==> config.mk <==
export PLATFORM = sky130hd
export DESIGN_NAME = dpm_top
export DESIGN_NICKNAME = d
export VERILOG_FILES = /design/src/hdl/dpm_pkg.sv /design/src/hdl/dpm_line_if.sv /design/src/hdl/dpm_cts_timer.sv /design/src/hdl/dpm_top.sv
export SDC_FILE = /design/constraint.sdc
export NUM_CORES = 1
export LEC_CHECK = 0
export BUFFER_PORTS_ARGS = -buffer_cell sky130_fd_sc_hd__buf_4
export CAP_MARGIN = 15
export CORE_MARGIN = 5
export CORE_UTILIZATION = 32
export DETAILED_ROUTE_END_ITERATION = 6
export SLEW_MARGIN = 20
export SYNTH_ARGS = -nofsm -noshare
export SYNTH_HDL_FRONTEND = slang
export SYNTH_SLANG_ARGS = --single-unit
==> constraint.sdc <==
create_clock -name sys_clk_i -period 9.3 [get_ports sys_clk_i]
set_input_delay 2.79 -clock sys_clk_i [delete_from_list [all_inputs] [get_ports sys_clk_i]]
set_output_delay 2.79 -clock sys_clk_i [all_outputs]
set_load 0.005 [all_outputs]
==> src/hdl/dpm_pkg.sv <==
package dpm_pkg;
   localparam int NUM_LINES = 8;
   localparam int NUM_TARGETS = 10;
   localparam int TGT_W = 4;
   localparam logic [TGT_W-1:0] TGT_A = 4'h0;
   localparam logic [TGT_W-1:0] TGT_B = 4'h1;
   localparam logic [TGT_W-1:0] TGT_PORT0 = 4'h2;
   localparam int DLY_MS_W = 11;
   localparam int DLY_W = 7;
   localparam int DLY_MAX_MS = 1250;
   localparam int DLY_STEP_MS = 10;
   localparam int DLY_STEPS = DLY_MAX_MS / DLY_STEP_MS;
   localparam logic [DLY_W-1:0] DLY_RST = 7'h00;
   localparam logic [DLY_W:0] CNT_RST = 8'h00;
   localparam int CLK_MHZ = 250;
   localparam int TICK_MS = DLY_STEP_MS;
   localparam int TICK_CYCLES = TICK_MS * 1000 * CLK_MHZ;

   typedef enum logic [1:0] {
      DPM_TWO_PORT = 2'b00,
      DPM_TWO_MUX = 2'b01,
      DPM_EIGHT_IND = 2'b10,
      DPM_EIGHT_SHARED = 2'b11
   } dpm_unit_type;

   localparam dpm_unit_type UNIT_RST = DPM_TWO_PORT;

   typedef enum logic [2:0] {
      FLD_UNIT = 3'b000,
      FLD_MODE = 3'b001,
      FLD_GENDER = 3'b010,
      FLD_DUPLEX = 3'b011,
      FLD_DELAY = 3'b100,
      FLD_BRIDGE = 3'b101,
      FLD_TRANSP = 3'b110
   } dpm_field_type;

   typedef enum logic [1:0] {
      BR_NONE = 2'b00,
      BR_MASTER = 2'b01,
      BR_SLAVE = 2'b10
   } dpm_bridge_type;

   typedef struct packed {
      logic async;
      logic dte;
      logic shared_path_duplex;
      dpm_bridge_type bridge;
      logic transp;
      logic [DLY_W-1:0] dly;
   } dpm_circ_type;

   localparam dpm_circ_type CIRC_RST = '{
      async: 1'b0,
      dte: 1'b0,
      shared_path_duplex: 1'b0,
      bridge: BR_NONE,
      transp: 1'b0,
      dly: DLY_RST
   };
endpackage : dpm_pkg

==> src/hdl/dpm_line_if.sv <==
`timescale 1ns/100ps
interface dpm_line_if;
   import dpm_pkg::*;
   logic rts;
   logic tick;
   logic arm;
   logic [DLY_W-1:0] dly;
   logic cts;
   modport ctl (output rts, output tick, output arm, output dly,
                input cts);
   modport timer (input rts, input tick, input arm, input dly,
                  output cts);
endinterface : dpm_line_if

==> src/hdl/dpm_cts_timer.sv <==
`timescale 1ns/100ps
module dpm_cts_timer (
   input wire logic clk_i,
   input wire logic rst_n_i,
   dpm_line_if.timer line
);
   import dpm_pkg::*;

   logic [DLY_W:0] cnt;
   logic [DLY_W:0] next_cnt;
   logic cts;
   logic run;
   logic wait_done;
   logic step;

   // One extra tick absorbs the unknown phase of the free tick
   assign run = line.rts & line.arm;
   assign wait_done = cnt > {1'b0, line.dly};
   assign step = line.tick & ~wait_done;
   assign next_cnt = !run ? CNT_RST : (step ? cnt + 1'b1 : cnt);

   always_ff @(posedge clk_i or negedge rst_n_i) begin
      if (!rst_n_i) begin
         cnt <= CNT_RST;
         cts <= 1'b0;
      end else begin
         cnt <= next_cnt;
         cts <= run & wait_done;
      end
   end

   assign line.cts = cts;
endmodule : dpm_cts_timer

==> src/hdl/dpm_top.sv <==
`timescale 1ns/100ps
// Summary of operation
// Two-port unit maps port A/B to circuits.
// Unit type written on A, copied to B.
// Per-circuit async/sync mode, resets synchronous.
// Async frames characters; sync streams with clocks.
// Async mode forbids transparent rate adaption.
// Multiplexing variants fix aggregate sync, branch async.
// Gender selects driven wire, defaults communications-side.
// Terminal side sends transmit, other side receive.
// Half duplex: one path, no simultaneous sending.
// Full duplex default, both directions simultaneously.
// Full duplex refuses delay setting changes.
// Multidrop bridge forces duplex method automatically.
// Sender raises request, waits for clear.
// Clear-to-send only after configured delay.
// Delay writable in half duplex or slave.
// Delay 0 to 1250 ms, 10 ms steps.
// Delay overshoot at most 20 ms.
// Eight-port per-port variant: independent port settings.
// Other eight-port variant: circuit B for all.
// Ten-millisecond tick counter times the delay.
// Clear drops one clock after request drops; cts_o drops three clocks after rts_i (two synchronizer stages).
module dpm_top #(
   parameter int TICK_CYCLES = dpm_pkg::TICK_CYCLES
) (
   input wire logic sys_clk_i,
   input wire logic nrst_i,
   input wire logic cfg_wr_i,
   input wire logic [dpm_pkg::TGT_W-1:0] cfg_target_i,
   input wire dpm_pkg::dpm_field_type cfg_field_i,
   input wire logic [dpm_pkg::DLY_MS_W-1:0] cfg_data_i,
   input wire logic [dpm_pkg::NUM_LINES-1:0] rts_i,
   input wire logic [dpm_pkg::NUM_LINES-1:0] rx_busy_i,
   output logic cfg_ack_o,
   output logic cfg_reject_o,
   output dpm_pkg::dpm_unit_type unit_type_o,
   output logic [dpm_pkg::NUM_LINES-1:0] async_o,
   output logic [dpm_pkg::NUM_LINES-1:0] dte_o,
   output logic [dpm_pkg::NUM_LINES-1:0] shared_o,
   output logic [dpm_pkg::NUM_LINES-1:0] transp_o,
   output logic [dpm_pkg::NUM_LINES-1:0] cts_o,
   output logic [dpm_pkg::NUM_LINES-1:0] tx_en_o
);
   import dpm_pkg::*;

   localparam int TW = $clog2(TICK_CYCLES);

   if (TICK_CYCLES < 2) begin : g_chk
      $error("TICK_CYCLES must be at least 2");
   end

   function automatic logic [DLY_W:0] dly_decode(
      input logic [DLY_MS_W-1:0] ms
   );
      logic [DLY_W:0] r;
      r = '0;
      for (int k = 0; k <= DLY_STEPS; k++) begin
         if (ms == DLY_MS_W'(k * DLY_STEP_MS)) begin
            r = {1'b1, DLY_W'(k)};
         end
      end
      return r;
   endfunction : dly_decode

   function automatic logic is_mux(input dpm_unit_type u);
      return u == DPM_TWO_MUX || u == DPM_EIGHT_SHARED;
   endfunction : is_mux

   function automatic dpm_circ_type fix_cfg(
      input dpm_circ_type c,
      input dpm_unit_type u,
      input logic is_b
   );
      dpm_circ_type r;
      r = c;
      if (is_mux(u)) begin
         r.async = is_b;
      end
      if (r.async) begin
         r.transp = 1'b0;
      end
      if (r.bridge != BR_NONE) begin
         r.shared_path_duplex = 1'b1;
      end
      return r;
   endfunction : fix_cfg

   function automatic dpm_circ_type apply_cfg(
      input dpm_circ_type c,
      input dpm_field_type f,
      input logic [DLY_MS_W-1:0] d,
      input logic [DLY_W-1:0] units
   );
      dpm_circ_type r;
      r = c;
      unique case (f)
         FLD_UNIT: begin
            r = c;
         end
         FLD_MODE: begin
            r.async = d[0];
            if (d[0]) begin
               r.transp = 1'b0;
            end
         end
         FLD_GENDER: begin
            r.dte = d[0];
         end
         FLD_DUPLEX: begin
            r.shared_path_duplex = d[0];
         end
         FLD_DELAY: begin
            r.dly = units;
         end
         FLD_BRIDGE: begin
            r.bridge = dpm_bridge_type'(d[1:0]);
            if (d[1:0] != BR_NONE) begin
               r.shared_path_duplex = 1'b1;
            end
         end
         FLD_TRANSP: begin
            r.transp = d[0];
         end
         default: begin
            r = c;
         end
      endcase
      return r;
   endfunction : apply_cfg

   logic rst_s1;
   logic rst_n;
   logic [NUM_LINES-1:0] rts_s1;
   logic [NUM_LINES-1:0] rts_s2;
   logic [NUM_LINES-1:0] busy_s1;
   logic [NUM_LINES-1:0] busy_s2;
   logic [TW-1:0] tick_cnt;
   logic tick;
   logic tick_wrap;

   dpm_unit_type unit_a;
   dpm_unit_type unit_b;
   dpm_circ_type [NUM_TARGETS-1:0] recs;

   always_ff @(posedge sys_clk_i or negedge nrst_i) begin
      if (!nrst_i) begin
         rst_s1 <= 1'b0;
         rst_n <= 1'b0;
      end else begin
         rst_s1 <= 1'b1;
         rst_n <= rst_s1;
      end
   end

   always_ff @(posedge sys_clk_i or negedge rst_n) begin
      if (!rst_n) begin
         rts_s1 <= '0;
         rts_s2 <= '0;
         busy_s1 <= '0;
         busy_s2 <= '0;
      end else begin
         rts_s1 <= rts_i;
         rts_s2 <= rts_s1;
         busy_s1 <= rx_busy_i;
         busy_s2 <= busy_s1;
      end
   end

   assign tick_wrap = tick_cnt == TW'(TICK_CYCLES - 1);

   always_ff @(posedge sys_clk_i or negedge rst_n) begin
      if (!rst_n) begin
         tick_cnt <= '0;
         tick <= 1'b0;
      end else begin
         tick_cnt <= tick_wrap ? '0 : tick_cnt + 1'b1;
         tick <= tick_wrap;
      end
   end

   // Write decode and acceptance checks
   logic tgt_ok;
   logic is_port;
   logic mode_fixed;
   logic dly_ok;
   logic accept;
   logic [DLY_W:0] dly_dec;
   dpm_circ_type cur;
   dpm_circ_type cur_eff;
   dpm_circ_type next_rec;

   assign is_port = cfg_target_i >= TGT_PORT0;
   assign tgt_ok = cfg_target_i < TGT_W'(NUM_TARGETS)
                   && (!is_port || unit_a == DPM_EIGHT_IND);
   assign cur = tgt_ok ? recs[cfg_target_i] : CIRC_RST;
   assign cur_eff = fix_cfg(cur, unit_a, cfg_target_i == TGT_B);
   assign mode_fixed = is_mux(unit_a) && !is_port;
   assign dly_dec = dly_decode(cfg_data_i);
   assign dly_ok = dly_dec[DLY_W]
                   && (cur_eff.shared_path_duplex
                       || cur_eff.bridge == BR_SLAVE);

   always_comb begin
      accept = 1'b0;
      unique case (cfg_field_i)
         FLD_UNIT: accept = cfg_target_i == TGT_A;
         FLD_MODE: accept = tgt_ok && !mode_fixed;
         FLD_GENDER: accept = tgt_ok;
         FLD_DUPLEX: accept = tgt_ok && cur_eff.bridge == BR_NONE;
         FLD_DELAY: accept = tgt_ok && dly_ok;
         FLD_BRIDGE: accept = tgt_ok && cfg_data_i[1:0] != 2'b11;
         FLD_TRANSP: accept = tgt_ok
                              && !(cur_eff.async && cfg_data_i[0]);
         default: accept = 1'b0;
      endcase
   end

   assign next_rec = apply_cfg(cur, cfg_field_i, cfg_data_i,
                               dly_dec[DLY_W-1:0]);

   always_ff @(posedge sys_clk_i or negedge rst_n) begin
      if (!rst_n) begin
         recs <= {NUM_TARGETS{CIRC_RST}};
         unit_a <= UNIT_RST;
         unit_b <= UNIT_RST;
         cfg_ack_o <= 1'b0;
         cfg_reject_o <= 1'b0;
      end else begin
         cfg_ack_o <= cfg_wr_i & accept;
         cfg_reject_o <= cfg_wr_i & ~accept;
         if (cfg_wr_i && accept && cfg_field_i == FLD_UNIT) begin
            unit_a <= dpm_unit_type'(cfg_data_i[1:0]);
            unit_b <= dpm_unit_type'(cfg_data_i[1:0]);
         end else if (cfg_wr_i && accept) begin
            recs[cfg_target_i] <= next_rec;
         end
      end
   end

   assign unit_type_o = unit_a;

   // Per-line effective settings and handshake timers
   dpm_circ_type eff_a;
   dpm_circ_type eff_b;
   dpm_circ_type [NUM_LINES-1:0] line_cfg;
   logic [NUM_LINES-1:0] line_use;

   assign eff_a = fix_cfg(recs[TGT_A], unit_a, 1'b0);
   assign eff_b = fix_cfg(recs[TGT_B], unit_a, 1'b1);

   for (genvar g = 0; g < NUM_LINES; g++) begin : g_line
      dpm_line_if lif ();
      dpm_circ_type port_cfg;

      assign port_cfg = fix_cfg(recs[g + 2], unit_a, 1'b0);
      assign line_use[g] = unit_a == DPM_EIGHT_IND
                           || unit_a == DPM_EIGHT_SHARED || g < 2;
      assign line_cfg[g] = unit_a == DPM_EIGHT_IND ? port_cfg
                         : (unit_a == DPM_EIGHT_SHARED || g == 1)
                           ? eff_b : eff_a;

      assign lif.rts = rts_s2[g];
      assign lif.tick = tick;
      assign lif.arm = line_use[g] & ~line_cfg[g].dte;
      assign lif.dly = line_cfg[g].dly;
      assign cts_o[g] = lif.cts;

      dpm_cts_timer u_timer (
         .clk_i(sys_clk_i),
         .rst_n_i(rst_n),
         .line(lif)
      );

      always_ff @(posedge sys_clk_i or negedge rst_n) begin
         if (!rst_n) begin
            async_o[g] <= 1'b0;
            dte_o[g] <= 1'b0;
            shared_o[g] <= 1'b0;
            transp_o[g] <= 1'b0;
            tx_en_o[g] <= 1'b0;
         end else begin
            async_o[g] <= line_use[g] & line_cfg[g].async;
            dte_o[g] <= line_use[g] & line_cfg[g].dte;
            shared_o[g] <= line_use[g] & line_cfg[g].shared_path_duplex;
            transp_o[g] <= line_use[g] & line_cfg[g].transp;
            tx_en_o[g] <= line_use[g]
                          & (~line_cfg[g].shared_path_duplex
                             | ~busy_s2[g]);
         end
      end
   end
endmodule : dpm_top

==> metrics.yaml, run 1 <==
outcome: "complete, no violations"
syn_area_per_cell_um2: 10.5
netlist_top_cells_area: "dfrtp_1, mux2_2, ha_1, mux2_1, mux4_2"
h-tree-depth: 2
netlist_area_mm2: 0.0171
setup_viol: 0
synthFlopType: "dfrtp_1"
grt_pass1_wl_mm: 77.9
crit_slowest_cell: "o221ai_2"
clk_latency_ns: 0.52
ant_nets: 0
dieWidth_um: 241
post_cts_buffers: 0
period_needed_ns: 6.48
p_switching_uw: 810
path_class: "in -> reg"
p_seq_frac: 0.437
p_clk_frac: 0.433
synth_commonest_cells: "dfrtp_1, nor2_1, nand2_1, nand3_1, a21oi_1"
peakVddDrop_mv: 0.125
cts_buffers: 35
ios: 89
synthCells: 1629
timing.final.ws_setup_ns: 2.82
n_antenna_cell: 0
wirelength_mm: 50.0
core-area_mm2: 0.0528
finalHoldViolCount: 0
yosysTopAreaCellShare: 0.444
hold_path_class: "reg -> reg"
cts_hold_buf: 0
cp.arrival_ns: 6.88
cap_violations: 0
worstMarginPinSlew_ns: 1.16
cp_max_fo: 20
placed_cells: 2325
grt_use_total: 0.168
wl_per_cell_um: 20.9
setup_tns_ns: 0
grt_pass1_vias: 13250
ctsResizeCount: 0
internal_power_mw: 2.33
combPwrFrac: 0.130
swShare: 0.258
ff_latch_area_mm2: 0.00759
cellPowerDensity_mw_per_mm2: 162
ys_warn_count: 0
rsz0062_at_grt: "false"
cts_tree: "built"
layout_worst_path_cycle_share: 0.697
fmax_mhz: 154
whs_ns: 0.347
synthesis.nets: 1731
grt_overflow: 0
multi_input_comb_area_mm2: 0.00888
yosysSeqAreaShare: 0.444
clock_skew_ns: 0.0193
synth_edf_count: 0
routed_via_density: 5.63
dr.pass1.iters: 6
relSlewSlack: 0.225
port_buffers: 88
syn2layout_area_growth_pct: 13.6
final_cells: 2388
gp_congestion: 0.925
remaining_drc_errors: 0
clock_path_buffers: 3
path_clk_slew_ns: 0.06
fillers: 5239
start_kind: "input port"
synth.most_common_cell: "dfrtp_1"
final_max_slew_viol_count: 0
dpl_worst_slack_ns: 2.35
cpPeakStageDelay_ns: 0.85
required_ns: 9.70
cts_sinks: 303
finalPower_mw: 3.14
critPathCaptureType: "flop"
crit_chain: "buf_4 > nor2b_1 > and2_1 > a221oi_1 > a22oi_1 > nor3b_1 > o221ai_2 > nand2_1 > mux2_2"
rows: 84
place_hpwl_mm: 35.3
drive_above_1_share: 0.168
clock-root-buffer: "clkbuf_16"
initial_core_util: 0.324
die_h_um: 241
power_leakage_nw: 8.59
ys_types: 82
num_vias: 13439
fin_nets: 1778
grt_max_degree: 193
drtIter0Drc: 1184
ys_ff_latch: 303
synthArstFlopShare: 1.00
antenna_found_initial: 0
die_area_mm2: 0.0581
synth_area_leader_cell: "dfrtp_1"
path summary, 6_finish.rpt:
kind                                 start                       end  slack (ns)  depth (start not counted)
max                        cfg_target_i[2]     g_line[3].port_cfg[4]        2.82                          9
max in group asynchronous           nrst_i                     rst_n        7.14                          1
min                              rts_s1[4]                 rts_s2[4]        0.35                          0
max reg2reg                 unit_type_o[1]     g_line[3].port_cfg[4]        4.78                         10
min in group asynchronous            rst_n  g_line[4].u_timer.cnt[2]        0.42                          0
min reg2reg                      rts_s1[4]                 rts_s2[4]        0.35                          0
layout by cell type (no fill, tap or decap), drive strengths merged, types with 34 or more instances in the layout:
cell type / count
a21oi: 83
buf: 105
clkbuf: 50
dfrtp: 303
ha: 65
mux2: 142
nand2: 111
nand3: 85
nor2: 106
nor2b: 38
o21a: 45
o21ai: 86
xor2: 34
layout make-up:
cell class,instances,area share
clock inverters,11,0.00638
flip-flops and latches,303,0.391
repair buffers,105,0.0423
multi-input cells,1198,0.458
well taps,688,0.0443
clock buffers,50,0.0523
inverters,33,0.00638
metrics by stage:
step	util	area, µm²
finish	0.368	19400
global route	0.368	19400
CTS	0.367	19400
detailed placement	0.346	18200
global placement	0.345	18200
floorplan	-	17100
power groups by stage:
| stage | Clock [mW] | Combinational (mW) | Sequential [mW] |
|---|---|---|---|
| finish | 1.36 | 0.406 | 1.37 |
| global route | 1.45 | 0.445 | 1.37 |
| CTS | 1.39 | 0.405 | 1.37 |
| detailed placement | 0 | 0.404 | 1.40 |
| global placement | 0 | 0.394 | 1.39 |
| floorplan | 0 | 0.257 | 1.40 |
state kept, by name, indices dropped and copies added, names as in the netlist, 10 cells and up:
signal              cells
tick_cnt               22
eff_b                  10
recs                   30
g_line.port_cfg        80
eff_a                  10
g_line.u_timer.cnt     64
layer usage:
metal  share of wire  track usage  up-vias
li1                -            -     6138
met5               0            0        -
met1            0.45        0.239     6780
met3           0.059       0.0321       79
met4           0.023       0.0419        0
met2            0.47        0.265      442
kinds of logic (layout without fill, tap and decap cells):
kind of cell             count (synthesis)  count (layout)  share of synthesized area
AND/OR/NAND/NOR                        532             532                      0.168
other                                    1               1                   0.000219
adder cells (fa/ha/maj)                 67              67                     0.0488
multiplexers                           191             191                      0.138
buffers and inverters                  128             199                     0.0381
flip-flops                             303             303                      0.444
AO/OA/AOI/OAI                          353             353                      0.135
XOR/XNOR                                54              54                     0.0277
critical path: cells and delay by family:
family | cells | cell delay, ns
simple gates | 4 | 1.94
compound gates | 3 | 1.42
buf+inv | 1 | 0.24
mux | 1 | 0.47
Power figures use the tool's default switching activity.
==> run 2: changes to the inputs <==
--- a/config.mk
+++ b/config.mk
@@ -5,6 +5,7 @@
 export SDC_FILE = /design/constraint.sdc
 export NUM_CORES = 1
 export LEC_CHECK = 0
+export ABC_AREA = 1
 export BUFFER_PORTS_ARGS = -buffer_cell sky130_fd_sc_hd__buf_4
 export CAP_MARGIN = 15
 export CORE_MARGIN = 5
==> constraint.sdc (replaced) <==
create_clock -name sys_clk_i -period 5.3 [get_ports sys_clk_i]
set_input_delay 1.59 -clock sys_clk_i [delete_from_list [all_inputs] [get_ports sys_clk_i]]
set_output_delay 1.59 -clock sys_clk_i [all_outputs]
set_load 0.005 [all_outputs]
==> metrics.yaml, run 2 <==
outcome: "complete, no violations"
crit_top_cell: "nand4_1"
clock_skew_ns: 0.0132  # -0.00612 ns
yosysTopAreaCellShare: 0.461  # +0.0172
drive_above_1_share: 0.150  # -0.0181
place_hpwl_mm: 40.6  # +15%
p_switching_mw: 2.64  # +230%
yosysSeqAreaShare: 0.461  # +0.0172
n_antenna_cell: 0  # unchanged
clk_latency_ns: 0.54  # +0.02 ns
num_vias: 15765  # +17%
fin_area_mm2: 0.0202  # +4.0%
synthCells: 2103  # +29%
cts_hold_buf: 0  # unchanged
period_needed_ns: 4.97
wirelength_mm: 54.9  # +9.8%
ys_ff_latch: 303  # unchanged
fin_nets: 2418  # +36%
ios: 89  # unchanged
required_ns: 5.72  # -3.98 ns
fmax_mhz: 201
routed_via_density: 5.22  # -7.2%
worstMarginPinSlew_ns: 0.988  # -0.171 ns
synthFlopType: "dfrtp_1"
wl_per_cell_um: 18.2  # -13%
reg2reg_from: "unit_type_o[0]"
largest_reg_flops: 80  # unchanged
synth_area_leader_cell: "dfrtp_1"
ys_types: 52  # -37%
finalPower_mw: 7.69  # +150%
cellPowerDensity_mw_per_mm2: 381  # +140%
cp.arrival_ns: 5.40  # -1.48 ns
antenna_found_initial: 0  # unchanged
port_buffers: 88  # unchanged
clock-root-buffer: "clkbuf_16"
swShare: 0.344  # +0.0854
grt_pass1_vias: 15554  # +17%
internal_power_mw: 5.05  # +120%
mostFrequentLayoutCell: "nand2_1"
finalHoldViolCount: 0  # unchanged
die_area_mm2: 0.0560  # -3.6%
final_cells: 3018  # +26%
cpPeakStageDelay_ns: 0.20  # -0.65 ns
syn_area_per_cell_um2: 7.82  # -25%
ys_warn_count: 0  # unchanged
clock_path_buffers: 3  # unchanged
cap_violations: 0  # unchanged
setup_tns_ns: 0  # unchanged
worstReg2RegEnd: "g_line[2].u_timer.cnt[6]"
relSlewSlack: 0.337  # +0.111
crit_slowest_cell: "nand4_1"
drtIter0Drc: 1566  # +32%
rr_worst_depth: 19  # +9
ff2ff_setup_slack_ns: 1.09  # -3.69 ns
netlist_area_mm2: 0.0164  # -3.7%
cp-startpoint: "cfg_data_i[3]"
peakVddDrop_mv: 0.255  # +100%
setup_viol: 0  # unchanged
power_leakage_nw: 9.48  # +10%
grt_overflow: 0  # unchanged
whs_ns: 0.346  # -0.00118 ns
placed_cells: 2955  # +27%
remaining_drc_errors: 0  # unchanged
gp_congestion: 0.927  # +0.18%
synth.most_common_cell: "nand2_1"
hold_path_class: "reg -> reg"
netlist_top_cells_area: "dfrtp_1, nand2_1, o21ai_0, inv_1, ha_1"
synth_commonest_cells: "nand2_1, inv_1, dfrtp_1, o21ai_0, nor2_1"
syn2layout_area_growth_pct: 22.8
dieWidth_um: 237  # -1.8%
dr.pass1.iters: 6  # unchanged
layout_worst_path_cycle_share: 0.938
combPwrFrac: 0.285  # +0.155
cts_sinks: 303  # unchanged
dpl-instance-area_mm2: 0.0189  # +3.5%
h-tree-depth: 2  # unchanged
p_seq_frac: 0.387  # -0.050
cts_buffers: 36  # +2.9%
final_max_slew_viol_count: 0  # unchanged
ant_nets: 0  # unchanged
critPathCaptureType: "flop"
rows: 83  # -1.2%
cts_tree: "built"
die_h_um: 237  # -1.8%
path_clk_slew_ns: 0.06  # about the same
p_clk_frac: 0.328  # -0.105
critPathCapture: "g_line[1].port_cfg[0]"
synth_edf_count: 0  # unchanged
path_class: "in -> reg"
grt_pass1_wl_mm: 86.5  # +11%
final_cell_mix: "nand2_1, inv_1, dfrtp_1"
core-area_mm2: 0.0511  # -3.2%
cp_max_fo: 5  # -75%
grt_use_total: 0.191  # +0.0236
synthArstFlopShare: 1.00  # unchanged
initial_core_util: 0.322  # -0.00192
start_kind: "input port"
grt_max_degree: 183  # -5.2%
synthesis.nets: 2205  # +27%
-- run 2: cell type report --
cell class	count	area (µm²)
Inverter	318	1200
Tap cell	680	851
Clock buffer	50	1050
Sequential cell	303	7590
Multi-Input combinational cell	1416	7490
Timing Repair Buffer	241	1890
Clock inverter	10	133
Fill cell	5275	30900
-- run 2: cell families after synthesis --
family          count (synthesis)  share of synthesized area
xor+xnor                        9                    0.00479
buf+inv                       385                     0.0907
mux                             1                   0.000685
other cells                     1                   0.000228
compound gates                524                      0.179
simple gates                  815                      0.214
flops                         303                      0.461
fa+ha+maj                      65                     0.0494
-- run 2: layer usage --
metal | part of all wire | vias to the layer above | GRT usage | routed length, µm
met1 | 0.44 | 7582 | 0.260 | 24400
li1 | - | 7512 | - | -
met5 | 0 | - | 0 | 0
met3 | 0.066 | 107 | 0.0354 | 3620
met4 | 0.031 | 0 | 0.0673 | 1730
met2 | 0.46 | 564 | 0.308 | 25100
-- run 2: worst min-delay path by stage --
stage,slack (ns),endpoint,startpoint,cells past startpoint
final,0.35,busy_s2[5],busy_s1[5],0
after global routing,0.35,busy_s2[5],busy_s1[5],0
after CTS,0.35,busy_s2[5],busy_s1[5],0
after detailed placement,0.33,busy_s2[5],busy_s1[5],0
after global placement,0.33,busy_s2[5],busy_s1[5],0
after floorplan,0.33,rst_n,rst_s1,0
-- run 2: worst max-delay path, delay by kind of cell --
family,cells,cell delay [ns]
buffers and inverters,2,0.27
and+or+nand+nor,38,3.53
-- run 2: metrics by stage --
step                       util  worst slack [ns]
final                     0.395             0.326
after global routing      0.395           -0.0372
after CTS                 0.392             0.285
after detailed placement  0.369            -0.278
after global placement    0.369            -0.340
after floorplan               -             0.340
-- run 2: repair_timing --
item                       in CTS  in global routing
gates resized for setup         0                 34
setup endpoints to repair       0                 31
setup buffers                   0                  1
-- run 2: power groups by stage --
stage | clock network, mW | registers, mW | logic [mW]
3_3_place_gp | 0 | 3.01 | 2.13
4_1_cts | 2.59 | 2.98 | 2.19
6_report | 2.52 | 2.98 | 2.19
2_1_floorplan | 0 | 2.98 | 1.25
5_1_grt | 2.69 | 3.03 | 2.48
3_5_place_dp | 0 | 3.01 | 2.18
